File: src/ssp_regs.vh
// Register offsets, field positions and reset values of the serial port
`ifndef SSP_REGS_VH
`define SSP_REGS_VH

// Word offsets (byte addresses) on the register bus
`define SSP_DATA_OFF      8'h00
`define SSP_CTRL_OFF      8'h04
`define SSP_CSR_OFF       8'h08
`define SSP_IRQ_STAT_OFF  8'h0C
`define SSP_IRQ_MASK_OFF  8'h10

// Serial control register fields
`define SSP_CR_IE         7
`define SSP_CR_PE         6
`define SSP_CR_MS         4

// Control/status register fields
`define SSP_CSR_DONE      7
`define SSP_CSR_WRITE_COLLISION_FLAG      6
`define SSP_CSR_OVR       5
`define SSP_CSR_MASTER_FAULT_FLAG      4
`define SSP_CSR_SOD       2
`define SSP_CSR_SSM       1
`define SSP_CSR_SSI       0

// Reset values
`define SSP_CSR_RST       8'h00
`define SSP_CR_RST        8'h00

// Serial clock divider: half period in system clocks
`define SSP_HALF_DIV      8'd4

`endif

File: src/ssp_shifter.v
// Byte shift engine: master drives the clock, slave follows edges
`timescale 1ns/1ps
`include "ssp_regs.vh"
module ssp_shifter (
    input  wire       clk_i,
    input  wire       rst_i,
    input  wire       master_i,
    input  wire       enable_i,
    input  wire       start_i,
    input  wire [7:0] tx_byte_i,
    input  wire       sck_s_i,
    input  wire       sel_i,
    input  wire       din_i,
    output reg        sck_o,
    output wire       dout_o,
    output reg        busy_o,
    output reg        done_o,
    output reg  [7:0] rx_byte_o
);
    reg [7:0] shift_reg;
    reg [2:0] bit_reg;
    reg [7:0] div_reg;
    reg       sck_prev_reg;
    reg       sample_reg;

    wire tick  = (div_reg == `SSP_HALF_DIV - 8'd1);
    wire s_rise = sck_s_i & ~sck_prev_reg;
    wire s_fall = ~sck_s_i & sck_prev_reg;

    // MSB first, mode 0: sample on rising, shift on falling
    assign dout_o = shift_reg[7];

    always @(posedge clk_i) begin
        if (rst_i) begin
            shift_reg    <= 8'h00;
            bit_reg      <= 3'd0;
            div_reg      <= 8'h00;
            sck_prev_reg <= 1'b0;
            sample_reg   <= 1'b0;
            sck_o        <= 1'b0;
            busy_o       <= 1'b0;
            done_o       <= 1'b0;
            rx_byte_o    <= 8'h00;
        end else begin
            done_o       <= 1'b0;
            sck_prev_reg <= sck_s_i;
            if (!enable_i) begin
                busy_o  <= 1'b0;
                sck_o   <= 1'b0;
                bit_reg <= 3'd0;
            end else if (master_i) begin
                if (start_i && !busy_o) begin
                    shift_reg <= tx_byte_i;
                    busy_o    <= 1'b1;
                    div_reg   <= 8'h00;
                    bit_reg   <= 3'd0;
                end else if (busy_o) begin
                    div_reg <= tick ? 8'h00 : div_reg + 8'd1;
                    if (tick) begin
                        sck_o <= ~sck_o;
                        if (!sck_o) begin
                            sample_reg <= din_i;
                        end else begin
                            shift_reg <= {shift_reg[6:0], sample_reg};
                            bit_reg   <= bit_reg + 3'd1;
                            if (bit_reg == 3'd7) begin
                                busy_o    <= 1'b0;
                                done_o    <= 1'b1;
                                rx_byte_o <= {shift_reg[6:0], sample_reg};
                            end
                        end
                    end
                end
            end else begin
                // Slave: load on write when idle, follow master edges
                if (start_i && !busy_o) begin
                    shift_reg <= tx_byte_i;
                end
                if (!sel_i) begin
                    bit_reg <= 3'd0;
                    busy_o  <= 1'b0;
                end else if (s_rise) begin
                    sample_reg <= din_i;
                    busy_o     <= 1'b1;
                end else if (s_fall) begin
                    shift_reg <= {shift_reg[6:0], sample_reg};
                    bit_reg   <= bit_reg + 3'd1;
                    if (bit_reg == 3'd7) begin
                        busy_o    <= 1'b0;
                        done_o    <= 1'b1;
                        rx_byte_o <= {shift_reg[6:0], sample_reg};
                    end
                end
            end
        end
    end
endmodule

File: src/ssp_sync.v
// Two-stage synchroniser for signals from outside the clock domain
`timescale 1ns/1ps
module ssp_sync #(
    parameter W = 1
) (
    input  wire         clk_i,
    input  wire         rst_i,
    input  wire [W-1:0] d_i,
    output wire [W-1:0] q_o
);
    reg [W-1:0] meta_reg;
    reg [W-1:0] sync_reg;

    // First stage feeds only the second
    always @(posedge clk_i) begin
        if (rst_i) begin
            meta_reg <= {W{1'b0}};
            sync_reg <= {W{1'b0}};
        end else begin
            meta_reg <= d_i;
            sync_reg <= meta_reg;
        end
    end

    assign q_o = sync_reg;
endmodule

File: src/ssp_top.v
// Serial port with status flags, select handling and Wishbone registers
//
// Overview of operation
// - Control/status reads zero after reset
// - Completed byte copied into receive buffer
// - Data read returns buffer, not shifter
// - Master data write starts one byte
// - Data writes ignored while done until read
// - Overrun set when byte completes while done
// - Control/status read clears overrun
// - Master fault on select low as master
// - Fault cleared by status access, control write
// - Fault raises interrupt when enabled
// - Output disable releases data output
// - Soft select mode ignores select pin
// - Soft select level drives internal select
// - Enabled interrupt on done, fault, overrun
// - Fault clears port enable and master
//
// The Wishbone register port and the address map were decided locally.
`timescale 1ns/1ps
`include "ssp_regs.vh"
module ssp_top (
    input  wire        clk_i,
    input  wire        rst_i,
    input  wire [7:0]  adr_i,
    input  wire [31:0] dat_i,
    output reg  [31:0] dat_o,
    input  wire        we_i,
    input  wire [3:0]  sel_i,
    input  wire        cyc_i,
    input  wire        stb_i,
    output reg         ack_o,
    output wire        irq_o,
    output wire        int_req_o,
    input  wire        sck_i,
    output wire        sck_o,
    output wire        sck_oe_n_o,
    input  wire        mosi_i,
    output wire        mosi_o,
    output wire        mosi_oe_n_o,
    input  wire        miso_i,
    output wire        miso_o,
    output wire        miso_oe_n_o,
    input  wire        ss_n_i,
    output wire        ss_gpio_free_o
);
    reg  [7:0] serial_control_reg;
    reg  [7:0] control_status_reg;
    reg  [7:0] rx_buf_reg;
    reg  [7:0] tx_hold_reg;
    reg        start_reg;
    reg        csr_seen_reg;
    reg        master_fault_flag_seen_reg;
    reg  [3:0] irq_stat_reg;
    reg  [3:0] irq_mask_reg;

    wire [2:0] pins_s;
    wire       sck_s;
    wire       ss_pin_n_s;
    wire       miso_s;
    wire       mosi_s;
    wire       sh_sck;
    wire       sh_dout;
    wire       sh_busy;
    wire       sh_done;
    wire [7:0] sh_rx;

    // Field views
    wire ie      = serial_control_reg[`SSP_CR_IE];
    wire pe      = serial_control_reg[`SSP_CR_PE];
    wire master  = serial_control_reg[`SSP_CR_MS];
    wire done_f  = control_status_reg[`SSP_CSR_DONE];
    wire write_collision_flag_f  = control_status_reg[`SSP_CSR_WRITE_COLLISION_FLAG];
    wire ovr_f   = control_status_reg[`SSP_CSR_OVR];
    wire master_fault_flag_f  = control_status_reg[`SSP_CSR_MASTER_FAULT_FLAG];
    wire output_disable     = control_status_reg[`SSP_CSR_SOD];
    wire soft_select_mode     = control_status_reg[`SSP_CSR_SSM];
    wire soft_select_level     = control_status_reg[`SSP_CSR_SSI];

    // Address match; one place to change if the map moves
    function hit_at;
        input [7:0] adr;
        input [7:0] off;
        begin
            hit_at = (adr == off);
        end
    endfunction

    // Pins from the link are synchronised before use
    ssp_sync #(
        .W(3)
    ) u_sync_pins (
        .clk_i (clk_i),
        .rst_i (rst_i),
        .d_i   ({sck_i, miso_i, mosi_i}),
        .q_o   (pins_s)
    );

    // Select pin synchronised; resets high so no false fault
    reg ss_m_reg;
    reg ss_s_reg;
    always @(posedge clk_i) begin
        if (rst_i) begin
            ss_m_reg <= 1'b1;
            ss_s_reg <= 1'b1;
        end else begin
            ss_m_reg <= ss_n_i;
            ss_s_reg <= ss_m_reg;
        end
    end
    assign ss_pin_n_s = ss_s_reg;
    assign sck_s  = pins_s[2];
    assign miso_s = pins_s[1];
    assign mosi_s = pins_s[0];

    // Internal select: software level or pin
    wire ss_int_n = soft_select_mode ? soft_select_level : ss_pin_n_s;
    assign ss_gpio_free_o = soft_select_mode | ~pe;

    // Fault: select asserted while master and enabled
    wire fault_evt = master & ~ss_int_n;

    // Bus decode
    wire        acc     = cyc_i & stb_i & ~ack_o;
    wire        wr      = acc & we_i & sel_i[0];
    wire        rd      = acc & ~we_i;
    wire        hit_dat = hit_at(adr_i, `SSP_DATA_OFF);
    wire        hit_cr  = hit_at(adr_i, `SSP_CTRL_OFF);
    wire        hit_csr = hit_at(adr_i, `SSP_CSR_OFF);
    wire        hit_ist = hit_at(adr_i, `SSP_IRQ_STAT_OFF);
    wire        hit_imk = hit_at(adr_i, `SSP_IRQ_MASK_OFF);

    // Per-register strobes
    wire        csr_acc = acc & hit_csr;
    wire        dat_acc = acc & hit_dat;
    wire        dat_wr  = wr & hit_dat;
    wire        cr_wr   = wr & hit_cr;

    // Data write accepted unless done flag pending without status read
    wire dat_wr_ok = dat_wr & ~(done_f & ~csr_seen_reg);
    wire write_collision_flag_evt  = dat_wr & sh_busy;
    wire start_ok  = dat_wr_ok & ~sh_busy & pe;
    wire ovr_evt   = sh_done & done_f;
    wire seq_clear = dat_acc & csr_seen_reg;

    // Receive line follows the role: slave out as master, master out as slave
    wire din_s = master ? miso_s : mosi_s;

    // Shift engine
    ssp_shifter u_shift (
        .clk_i     (clk_i),
        .rst_i     (rst_i),
        .master_i  (master),
        .enable_i  (pe),
        .start_i   (start_reg),
        .tx_byte_i (tx_hold_reg),
        .sck_s_i   (sck_s),
        .sel_i     (~ss_int_n),
        .din_i     (din_s),
        .sck_o     (sh_sck),
        .dout_o    (sh_dout),
        .busy_o    (sh_busy),
        .done_o    (sh_done),
        .rx_byte_o (sh_rx)
    );

    // Start pulse and transmit byte latched on an accepted write
    // Only an accepted write reaches the engine; a dropped byte is lost
    always @(posedge clk_i) begin
        if (rst_i) begin
            start_reg   <= 1'b0;
            tx_hold_reg <= 8'h00;
        end else begin
            start_reg <= start_ok;
            if (start_ok) begin
                tx_hold_reg <= dat_i[7:0];
            end
        end
    end

    // Receive buffer, loaded only at byte end
    always @(posedge clk_i) begin
        if (rst_i) begin
            rx_buf_reg <= 8'h00;
        end else if (sh_done) begin
            rx_buf_reg <= sh_rx;
        end
    end

    // Status read arms the done and collision clear; a data access uses it
    always @(posedge clk_i) begin
        if (rst_i) begin
            csr_seen_reg <= 1'b0;
        end else if (csr_acc && rd) begin
            csr_seen_reg <= 1'b1;
        end else if (dat_acc) begin
            csr_seen_reg <= 1'b0;
        end
    end

    // Fault clear armed by any status access while the fault stands;
    // a status write counts too, since the flag bits cannot be written
    always @(posedge clk_i) begin
        if (rst_i) begin
            master_fault_flag_seen_reg <= 1'b0;
        end else if (csr_acc && master_fault_flag_f) begin
            master_fault_flag_seen_reg <= 1'b1;
        end else if (cr_wr) begin
            master_fault_flag_seen_reg <= 1'b0;
        end
    end

    // Control register; fault forces port and master off
    always @(posedge clk_i) begin
        if (rst_i) begin
            serial_control_reg <= `SSP_CR_RST;
        end else begin
            if (cr_wr) begin
                serial_control_reg <= dat_i[7:0];
            end
            if (fault_evt && pe) begin
                serial_control_reg[`SSP_CR_PE] <= 1'b0;
                serial_control_reg[`SSP_CR_MS] <= 1'b0;
            end
        end
    end

    // Status flags: events win over clears in the same cycle
    always @(posedge clk_i) begin
        if (rst_i) begin
            control_status_reg <= `SSP_CSR_RST;
        end else begin
            if (wr && hit_csr) begin
                control_status_reg[2:0] <= dat_i[2:0];
                control_status_reg[3]   <= 1'b0;
            end
            // Software clears first
            if (seq_clear) begin
                control_status_reg[`SSP_CSR_DONE] <= 1'b0;
                control_status_reg[`SSP_CSR_WRITE_COLLISION_FLAG] <= 1'b0;
            end
            if (csr_acc && rd) begin
                control_status_reg[`SSP_CSR_OVR] <= 1'b0;
            end
            if (cr_wr && master_fault_flag_seen_reg) begin
                control_status_reg[`SSP_CSR_MASTER_FAULT_FLAG] <= 1'b0;
            end
            // Events last, so a set outweighs a clear in the same cycle
            if (sh_done) begin
                control_status_reg[`SSP_CSR_DONE] <= 1'b1;
            end
            if (write_collision_flag_evt) begin
                control_status_reg[`SSP_CSR_WRITE_COLLISION_FLAG] <= 1'b1;
            end
            if (ovr_evt) begin
                control_status_reg[`SSP_CSR_OVR] <= 1'b1;
            end
            if (fault_evt && pe) begin
                control_status_reg[`SSP_CSR_MASTER_FAULT_FLAG] <= 1'b1;
            end
        end
    end

    // Sticky interrupt status, write one to clear, set wins
    wire [3:0] evts;
    wire       ist_wr = wr & hit_ist;
    wire [3:0] irq_stat_next;
    genvar     gi;
    assign evts[0] = sh_done;
    assign evts[1] = write_collision_flag_evt;
    assign evts[2] = ovr_evt;
    assign evts[3] = fault_evt & pe;

    // Per bit: a new event outweighs a clear in the same cycle
    generate
        for (gi = 0; gi < 4; gi = gi + 1) begin : g_sticky
            assign irq_stat_next[gi] = evts[gi] | (irq_stat_reg[gi] & ~(ist_wr & dat_i[gi]));
        end
    endgenerate

    // Status and mask registers
    always @(posedge clk_i) begin
        if (rst_i) begin
            irq_stat_reg <= 4'h0;
            irq_mask_reg <= 4'h0;
        end else begin
            irq_stat_reg <= irq_stat_next;
            if (wr && hit_imk) begin
                irq_mask_reg <= dat_i[3:0];
            end
        end
    end
    assign irq_o = |(irq_stat_reg & irq_mask_reg);

    // Shared request from the flags themselves
    assign int_req_o = ie & (done_f | master_fault_flag_f | ovr_f);

    // Read word chosen combinationally, registered with the ack
    reg [31:0] dat_next;
    always @* begin
        case (adr_i)
            `SSP_DATA_OFF:     dat_next = {24'h00_0000, rx_buf_reg};
            `SSP_CTRL_OFF:     dat_next = {24'h00_0000, serial_control_reg};
            `SSP_CSR_OFF:      dat_next = {24'h00_0000, control_status_reg};
            `SSP_IRQ_STAT_OFF: dat_next = {28'h000_0000, irq_stat_reg};
            `SSP_IRQ_MASK_OFF: dat_next = {28'h000_0000, irq_mask_reg};
            default:           dat_next = 32'h0000_0000;
        endcase
    end

    // Bus answer: one wait-free ack, zero for unmapped
    // Writes leave dat_o alone; it holds until the next read
    always @(posedge clk_i) begin
        if (rst_i) begin
            ack_o <= 1'b0;
            dat_o <= 32'h0000_0000;
        end else begin
            ack_o <= acc;
            if (rd) begin
                dat_o <= dat_next;
            end
        end
    end

    // Pin drive; enables are active low
    wire out_en = pe & ~output_disable;

    // Clock pin driven only in the master role
    assign sck_o       = sh_sck;
    assign sck_oe_n_o  = ~(pe & master);

    // Data out follows the role; a deselected slave lets its line go,
    // so that several slaves may share it
    assign mosi_o      = sh_dout;
    assign mosi_oe_n_o = ~(out_en & master);
    assign miso_o      = sh_dout;
    assign miso_oe_n_o = ~(out_en & ~master & ~ss_int_n);
endmodule
File: config.mk
export PLATFORM = sky130hd
export DESIGN_NAME = ssp_top
export DESIGN_NICKNAME = d
export VERILOG_FILES = /design/src/ssp_shifter.v /design/src/ssp_sync.v /design/src/ssp_top.v
export VERILOG_INCLUDE_DIRS = /design/src /design/src/src
export SDC_FILE = /design/constraint.sdc
export NUM_CORES = 1
export LEC_CHECK = 0
export BUFFER_PORTS_ARGS = -buffer_cell sky130_fd_sc_hd__buf_2
export CAP_MARGIN = 20
export CORE_AREA = 2 2 104 106
export CTS_CLUSTER_DIAMETER = 150
export DETAILED_ROUTE_END_ITERATION = 12
export DIE_AREA = 0 0 106 108
export MAX_ROUTING_LAYER = met4
export PLACE_DENSITY = 0.68
export SLEW_MARGIN = 30
export SYNTH_ARGS = -nofsm -noshare
export SYNTH_HDL_FRONTEND = slang
export SYNTH_SLANG_ARGS = --single-unit
File: constraint.sdc
create_clock -name clk_i -period 2.2 [get_ports clk_i]
set_input_delay 0.22 -clock clk_i [delete_from_list [all_inputs] [get_ports clk_i]]
set_output_delay 0.22 -clock clk_i [all_outputs]
set_load 0.02 [all_outputs]
Word-level counts from Yosys, hierarchy flattened. Index checks and enable logic that the tools add are counted.

Bits of input ports: 53. Logic and storage cells: 211. Register bits: 115.

Bitwise logic cells: 63. Add/sub/neg operators: 2. Equal/unequal tests: 17. Reductions and logical operators: 31. Mux-type cells: 69.

Operator list (number): two-way mux 8 bit (21); case mux 8 bit (5 select lines) (1); two-way mux 1 bit (38); AND 1 bit (35); two-way mux 3 bit (8); NOT 1 bit (20); nonzero test 2 bit (9); equality test 8 x 4 -> 1 bit (second input constant) (2); != test 3 x 1 -> 1 bit (second input constant) (3); adder 8 x 1 -> 8 bit (second input constant) (1); equality test 8 x 2 -> 1 bit (second input constant) (1); equality test 8 x 3 -> 1 bit (second input constant) (1); equality test 8 x 5 -> 1 bit (second input constant) (1); logical NOT 8 bit (1); != test 2 bit (second input constant) (4); AND reduction 4 bit (2); AND reduction 8 bit (1); nonzero test 4 bit (2); logical AND 1 bit (7); OR 1 bit (7); AND reduction 7 bit (1); != test 2 x 1 -> 1 bit (second input constant) (3); AND reduction 5 bit (1); AND 4 bit (1); 10 further kinds (11).

Logic depth before layout (Yosys ltp). Gate-level depths: netlist of run 1.

Word-level depth: 9. Depth in mapped cells: 8. Mapped depth without buffers: 7.

Modules after synthesis. From an unflattened synthesis of run 1, not the netlist that was laid out.

Cell total of the unflattened synthesis: 458. Area, all modules: 4295.4 um2.

Modules (own cells, without submodules): ssp_top (area an instance 2601.2 um2, times used 1, sequential area each 1061.0 um2, cells each 277); ssp_shifter (area an instance 1536.5 um2, times used 1, sequential area each 640.6 um2, cells each 169); ssp_sync (area an instance 157.7 um2, times used 1, sequential area each 120.1 um2, cells each 12).

Least setup slack after synthesis of run 1. OpenSTA, ideal clock, no wires.

Path type: flip-flop to flip-flop. From: reg u_shift.div_reg[0]. To: reg u_shift.rx_byte_o[4]. Cell stages (with the launch flop): 7. Arrival: 1.810 ns. Data required time: 2.071 ns. Path slack: 0.261 ns. Clock period less this slack: 1.939 ns. Cell sequence: dfxtp_1 -> ha_1 -> nor4b_2 -> nand4b_1 -> a221oi_4 -> mux2i_1 -> nor2_1.

Word-level cells in the longest chain between the ends: 3.

Ends and longest elaborated chain: start: declaration (line ssp_shifter.v:22) `reg [7:0] div_reg;`; start signal: assignment (line ssp_shifter.v:58) `div_reg <= tick ? 8'h00 : div_reg + 8'd1;`; equality test 8 x 2 -> 1 bit (line ssp_shifter.v:26) `` wire tick = (div_reg == `SSP_HALF_DIV - 8'd1); ``; != test 2 x 1 -> 1 bit (no source line); AND reduction 8 bit (no source line); end signal: assignment (line ssp_shifter.v:69) `rx_byte_o <= {shift_reg[6:0], sample_reg};`; end signal: assignment (line ssp_shifter.v:91) `rx_byte_o <= {shift_reg[6:0], sample_reg};`; end: declaration (line ssp_shifter.v:18) `output reg [7:0] rx_byte_o`.

No other way between the ends. A chain may end at the register's enable or synchronous reset.

Worst setup path after layout of run 1.
From: reg u_shift.div_reg[1]. To: reg u_shift.shift_reg[4].

Word-level cells in the longest chain between the ends: 3.

Ends and longest elaborated chain: equality test 8 x 2 -> 1 bit (line ssp_shifter.v:26); != test 3 x 1 -> 1 bit (no source line); AND reduction 4 bit (no source line); end signal: assignment (line ssp_shifter.v:53) `shift_reg <= tx_byte_i;`; end signal: assignment (line ssp_shifter.v:64) `shift_reg <= {shift_reg[6:0], sample_reg};`; end signal: assignment (line ssp_shifter.v:77) `shift_reg <= tx_byte_i;`; end: declaration (line ssp_shifter.v:20) `reg [7:0] shift_reg;`.

No other way between the ends.

==> results of run 1 <==
## cells in the mapped netlist (2+ instances only)
master	instances	area share, %
a21oi_1	31	3.5
nor2b_1	8	1.1
ha_1	5	1.4
o211ai_1	3	0.51
and2_1	2	0.29
nand2b_1	7	1.0
buf_2	4	0.46
nor2_1	77	6.6
dfxtp_1	91	42
or2_2	5	0.71
nor3_1	13	1.5
nand2_1	37	3.2
clkbuf_1	13	1.1
nand3_1	17	1.9
buf_1	3	0.26
mux2_2	4	1.0
xor2_1	5	1.0
a311oi_1	4	0.80
a21oi_2	3	0.60
o22ai_1	2	0.29
o21ai_0	18	2.1
buf_6	3	0.77
a22oi_1	5	0.86
inv_1	9	0.77
and3_1	3	0.43
nand3b_1	3	0.51
nor4_1	2	0.29
a211oi_1	8	1.4
nor4_4	2	0.97
mux2i_1	53	12
o21ai_1	2	0.23
buf_4	25	4.3
o221ai_1	3	0.60
a31oi_1	3	0.43
nand4b_1	2	0.40
## final timing paths
kind                      startpoint                   end  slack [ps]  cells past startpoint
setup / recovery  u_shift.div_reg[1]  u_shift.shift_reg[4]         160                      7
hold / removal                ss_n_i              ss_m_reg          40                      2
setup reg to reg  u_shift.div_reg[1]  u_shift.shift_reg[4]         160                      7
hold reg to reg             ss_m_reg            ss_pin_n_s         430                      1
## power breakdown
part / internal [W] / switching, W
clock network: 0.000532 / 0.000598
registers: 0.00166 / 0.00000383
logic: 0.0000456 / 0.000124
total: 0.00223 / 0.000726
## metal layers
metal | GRT usage [%] | routed length (µm)
met5 | - | 0
met4 | 8.93 | 151
met3 | 2.59 | 463
met2 | 28.8 | 4580
met1 | 23.6 | 4610
## kinds of logic after synthesis
kind of cell,count (synthesis),share of synthesized area (%)
DFF,91,41.6
buffers and inverters,58,8.12
xor gates and xnor gates,6,1.20
other,1,0.0857
AOI/OAI and AO/OA,91,13.4
muxes,57,13.2
and+or+nand+nor,187,21.0
adders and majority gates,5,1.43
## repair_timing
item,in CTS,in global routing
gates resized for setup,1,4
setup endpoints to repair,5,9
buffers inserted,0,0
pin swaps,0,1
## metrics by stage
stage	setup slack (ps)	hold WS [ps]
finish	164	44.0
global route	46.9	28.0
CTS	6.17	26.9
detailed placement	-28.9	403
global placement	45.2	401
floorplan	261	324
## cell type report
class                   count  area (µm²)
flip-flops and latches     91        1820
repair buffers             62         370
well taps                 136         170
inverters                   9        33.8
clock buffers              11         131
fillers                  1011        5330
multi-input cells         370        2310
clock inverters             5        62.6
==> reports/results.ini, run 1 <==
[run_status]
status=finished, final reports clean

[final_layout]
synthToLayoutAreaGrowth_pct=12.1
mostFrequentLayoutCell=dfxtp_1
finalInstanceArea_um2=4900
mostFrequentLayoutCells=dfxtp_1 (91), nor2_1 (77), mux2i_1 (53), buf_2 (43), nand2_1 (37)
layout-drive-gt1-share_pct=18.1
antenna_cells=0
nets=601
postLayoutCoreUtil_pct=47.9
final_cells=684

[sta]
slew_headroom_pct=51.1
rsz0062_at_grt=no
slew_violations=0
fin_tns_setup_ps=0
finalSetupViolations=0
fin_skew_ps=13.4
fmax_mhz=491
finalHoldViolCount=0
period_minus_slack_ps=2040
tightest_slew_ps=733
period_share_pct=92.6

[worst_setup_path]
cpPeakStageDelay_ps=490
crit_fanout=12
required_ps=2510
crit_chain=ha_4, or4b_1, o311ai_2, and2_4, buf_4, o21ai_0, a21oi_1
crit_path_end_kind=register
critPathKind=register to register
arrival_ps=2340
crit_path_top_delay_cell=or4b_1
path_delay_family=simple AND/OR/NAND/NOR gates
startpoint_type=register
path_buf_inv=1

[die]
ios=95
num_rows=37
start_util_pct=42.8
core_area_um2=10200
dieArea_um2=11400
die_w_um=106
fp.dieH_um=108

[yosys]
yosysUniqueCellTypes=56
ys_async_sr_fraction_pct=0
synthCells=496
synth_ff_type=dfxtp_1
synth_seq_area_share_pct=41.6
yosys_warnings=0
synth_edf_count=0
synth.ff_latch_count=91
syn_avg_cell_area_um2=8.82
syn_area_um2=4380

[grt]
grt-ovfl-total=0
grt_max_degree=70
grt.total_usage_pct=18.4
grt_pass1_wl_mm=16.2
antenna_found_initial=0
grt_pass1_vias=3346

[power]
pwr_density_cell_nw_per_um2=604
peakVddDrop_mv=0.346
total_power_w=0.00296
cellLeakagePower_nw=1.82

[cts]
postCtsHoldBufs=0
cts_max_path_buffers=2
clock_latency_ps=370
cts_root_buffer=clkbuf_8
h-tree-depth=3
cts_sinks=91
numCtsBuffers=9
cts_tree=built
clk_pin_slew_worst_paths_ps=90

[drt]
wire_per_inst_um=14.3
vias=3542
firstDrtPassIters=4
drc_errors=0
drtAntennaViolNets=0
drtIter0Drc=184
routed_wirelength_mm=9.80
avgViaCountPerCell=5.18

[placed_design]
dpl.cell_count=668
place_area_um2=4690
gp_congestion=0.889
hpwl_mm=7.19
portBuffers=43

[min_path]
min-delay-path-class=input pin to register

[flow_run]
drv_cap=0

(Power assumes the default switching activity.)
==> run 2, diff against run 1 <==
--- a/config.mk
+++ b/config.mk
@@ -8,13 +8,14 @@
 export LEC_CHECK = 0
 export BUFFER_PORTS_ARGS = -buffer_cell sky130_fd_sc_hd__buf_2
 export CAP_MARGIN = 20
-export CORE_AREA = 2 2 104 106
+export CORE_AREA = 2 2 103 105
 export CTS_CLUSTER_DIAMETER = 150
 export DETAILED_ROUTE_END_ITERATION = 12
-export DIE_AREA = 0 0 106 108
+export DIE_AREA = 0 0 105 107
 export MAX_ROUTING_LAYER = met4
 export PLACE_DENSITY = 0.68
 export SLEW_MARGIN = 30
 export SYNTH_ARGS = -nofsm -noshare
 export SYNTH_HDL_FRONTEND = slang
+export SYNTH_HIERARCHICAL = 1
 export SYNTH_SLANG_ARGS = --single-unit
==> reports/results.ini, run 2 <==
[sta]
tightest_slew_ps=716
slew_violations=0
slew_headroom_pct=51.6
fmax_mhz=500
rsz0062_at_grt=no
period_share_pct=91.0
fin_skew_ps=9.15
finalHoldViolCount=0
fin_tns_setup_ps=0
worst_hold_slack_ps=45.8
period_minus_slack_ps=2000
finalSetupViolations=0

[yosys]
syn_avg_cell_area_um2=9.38
synth_common_cells=dfxtp_1 (91), nor2_1 (67), mux2i_1 (51), nand2_1 (37), buf_4 (26)
yosysTopAreaCell=dfxtp_1
synth_edf_count=0
synth.ff_latch_count=91
synth_area_leaders=dfxtp_1 (42%), mux2i_1 (12%), nor2_1 (5.9%)
yosysMostFrequentCell=dfxtp_1
synth_seq_area_share_pct=42.4
synth_top_cell_area_share_pct=42.4
yosysUniqueCellTypes=62
synthCells=458
ys_async_sr_fraction_pct=0
synth_ff_type=dfxtp_1
syn_area_um2=4300
yosys_warnings=6

[grt]
grt_pass1_vias=3178
grt-ovfl-total=0
antenna_found_initial=0
grt_max_degree=56
grt.total_usage_pct=17.8
grt_pass1_wl_mm=15.5

[power]
power.switching_w=0.000716
internal_power_w=0.00235
cellLeakagePower_nw=1.95
seqPwrFrac_pct=54.2
p_comb_share_pct=6.0
pwr-share-clk_pct=39.8
pwr_density_cell_nw_per_um2=638
swShare_pct=23.4
total_power_w=0.00306
peakVddDrop_mv=0.356

[run_status]
status=finished, final reports clean

[drt]
wire_per_inst_um=14.6
routed_wirelength_mm=9.36
vias=3341
routed.top_layer=met4
drtIter0Drc=188
wl_met3_um=458
drtAntennaViolNets=0
firstDrtPassIters=4
avgViaCountPerCell=5.20
drt-met1-wl_mm=4.39
met2_length_mm=4.43
drc_errors=0

[die]
die_w_um=105
core_area_um2=10100
start_util_pct=42.6
fp.dieH_um=107
dieArea_um2=11200
num_rows=37
ios=95

[final_layout]
layout-drive-gt1-share_pct=18.2
antenna_cells=0
synthToLayoutAreaGrowth_pct=11.8
mostFrequentLayoutCells=dfxtp_1 (91), nor2_1 (67), mux2i_1 (51), buf_2 (43), nand2_1 (37)
mostFrequentLayoutCell=dfxtp_1
nets=559

[cts]
cts_sinks=91
cts_setup_buffers=0
clock_latency_ps=350
h-tree-depth=3
cts_root_buffer=clkbuf_8
numCtsBuffers=9
cts_max_path_buffers=2
clk_pin_slew_worst_paths_ps=90
cts-resized-gates=0
cts_tree=built
postCtsHoldBufs=0

[placed_design]
gp_congestion=0.791
portBuffers=43
hpwl_mm=6.90

[worst_setup_path]
crit_path_end_kind=register
required_ps=2480
startpoint_type=register
arrival_ps=2280
critPathKind=register to register
crit_fanout=9

[min_path]
min-delay-path-class=input pin to register

[flow_run]
drv_cap=0

## run 2: changes by cell type in the layout (fill, tap and decap cells not counted), sizes merged, moves of 7 or more
cell and delta:
a22oi +8, nand3 -12, a21oi -22, nor2 -10, o21ai -11, a2bb2oi +7
## run 2: area by class of cell
class / instances / area [µm²]
well taps: 136 / 170
fillers: 993 / 5290
multi-input cells: 337 / 2230
inverters: 6 / 22.5
clock inverters: 7 / 92.6
clock buffers: 9 / 124
repair buffers: 56 / 338
flip-flops and latches: 91 / 1820
## run 2: metal layers
metal,vias to the layer above,track usage [%]
li1,1649,-
met4,0,3.81
met1,1587,22.8
met5,-,-
met2,97,28.8
met3,8,4.26
## run 2: cells by family after synthesis
logic type	count (synthesis)	share of synthesized area [%]
muxes	55	12.9
DFF	91	42.4
other	1	0.0873
adders and majority gates	5	1.46
and+or+nand+nor	174	21.8
AOI/OAI and AO/OA	71	12.0
buffers and inverters	53	7.63
xor gates and xnor gates	8	1.63
## run 2: path summary, 6_finish.rpt
check	slack [ps]	cells past startpoint	startpoint	endpoint
worst max-delay path	200	6	u_shift/div_reg[0]	u_shift/shift_reg[3]
worst min-delay path	50	2	ss_n_i	ss_m_reg
worst max register to register	200	6	u_shift/div_reg[0]	u_shift/shift_reg[3]
worst min register to register	420	1	ss_m_reg	ss_pin_n_s
## run 2: metrics by stage
| step | instances | setup slack, ps | cell area (µm²) | util, % |
|---|---|---|---|---|
| 6_report | 642 | 199 | 4800 | 47.6 |
| 3_3_place_gp | 626 | 210 | 4580 | 45.4 |
| 2_1_floorplan | 481 | 285 | 4380 | - |
| 5_1_grt | 642 | 3.27 | 4800 | 47.6 |
| 4_1_cts | 642 | 229 | 4800 | 47.6 |
| 3_5_place_dp | 626 | 187 | 4580 | 45.4 |
## run 2: power by group through the flow
| stage | clock network, W | registers, W | logic (W) |
|---|---|---|---|
| 2_1_floorplan | 0 | 0.00170 | 0.000149 |
| 3_3_place_gp | 0 | 0.00170 | 0.000181 |
| 3_5_place_dp | 0 | 0.00170 | 0.000183 |
| 4_1_cts | 0.00125 | 0.00166 | 0.000183 |
| 5_1_grt | 0.00132 | 0.00166 | 0.000200 |
| 6_report | 0.00122 | 0.00166 | 0.000184 |
## run 2: worst max-delay path, stage by stage, from the launching register on
cell and delay, ps:
dfxtp_1 370, ha_1 240, nor4b_4 300, a311oi_1 190, nand2b_1 350, a221o_1 340, a21oi_1 140
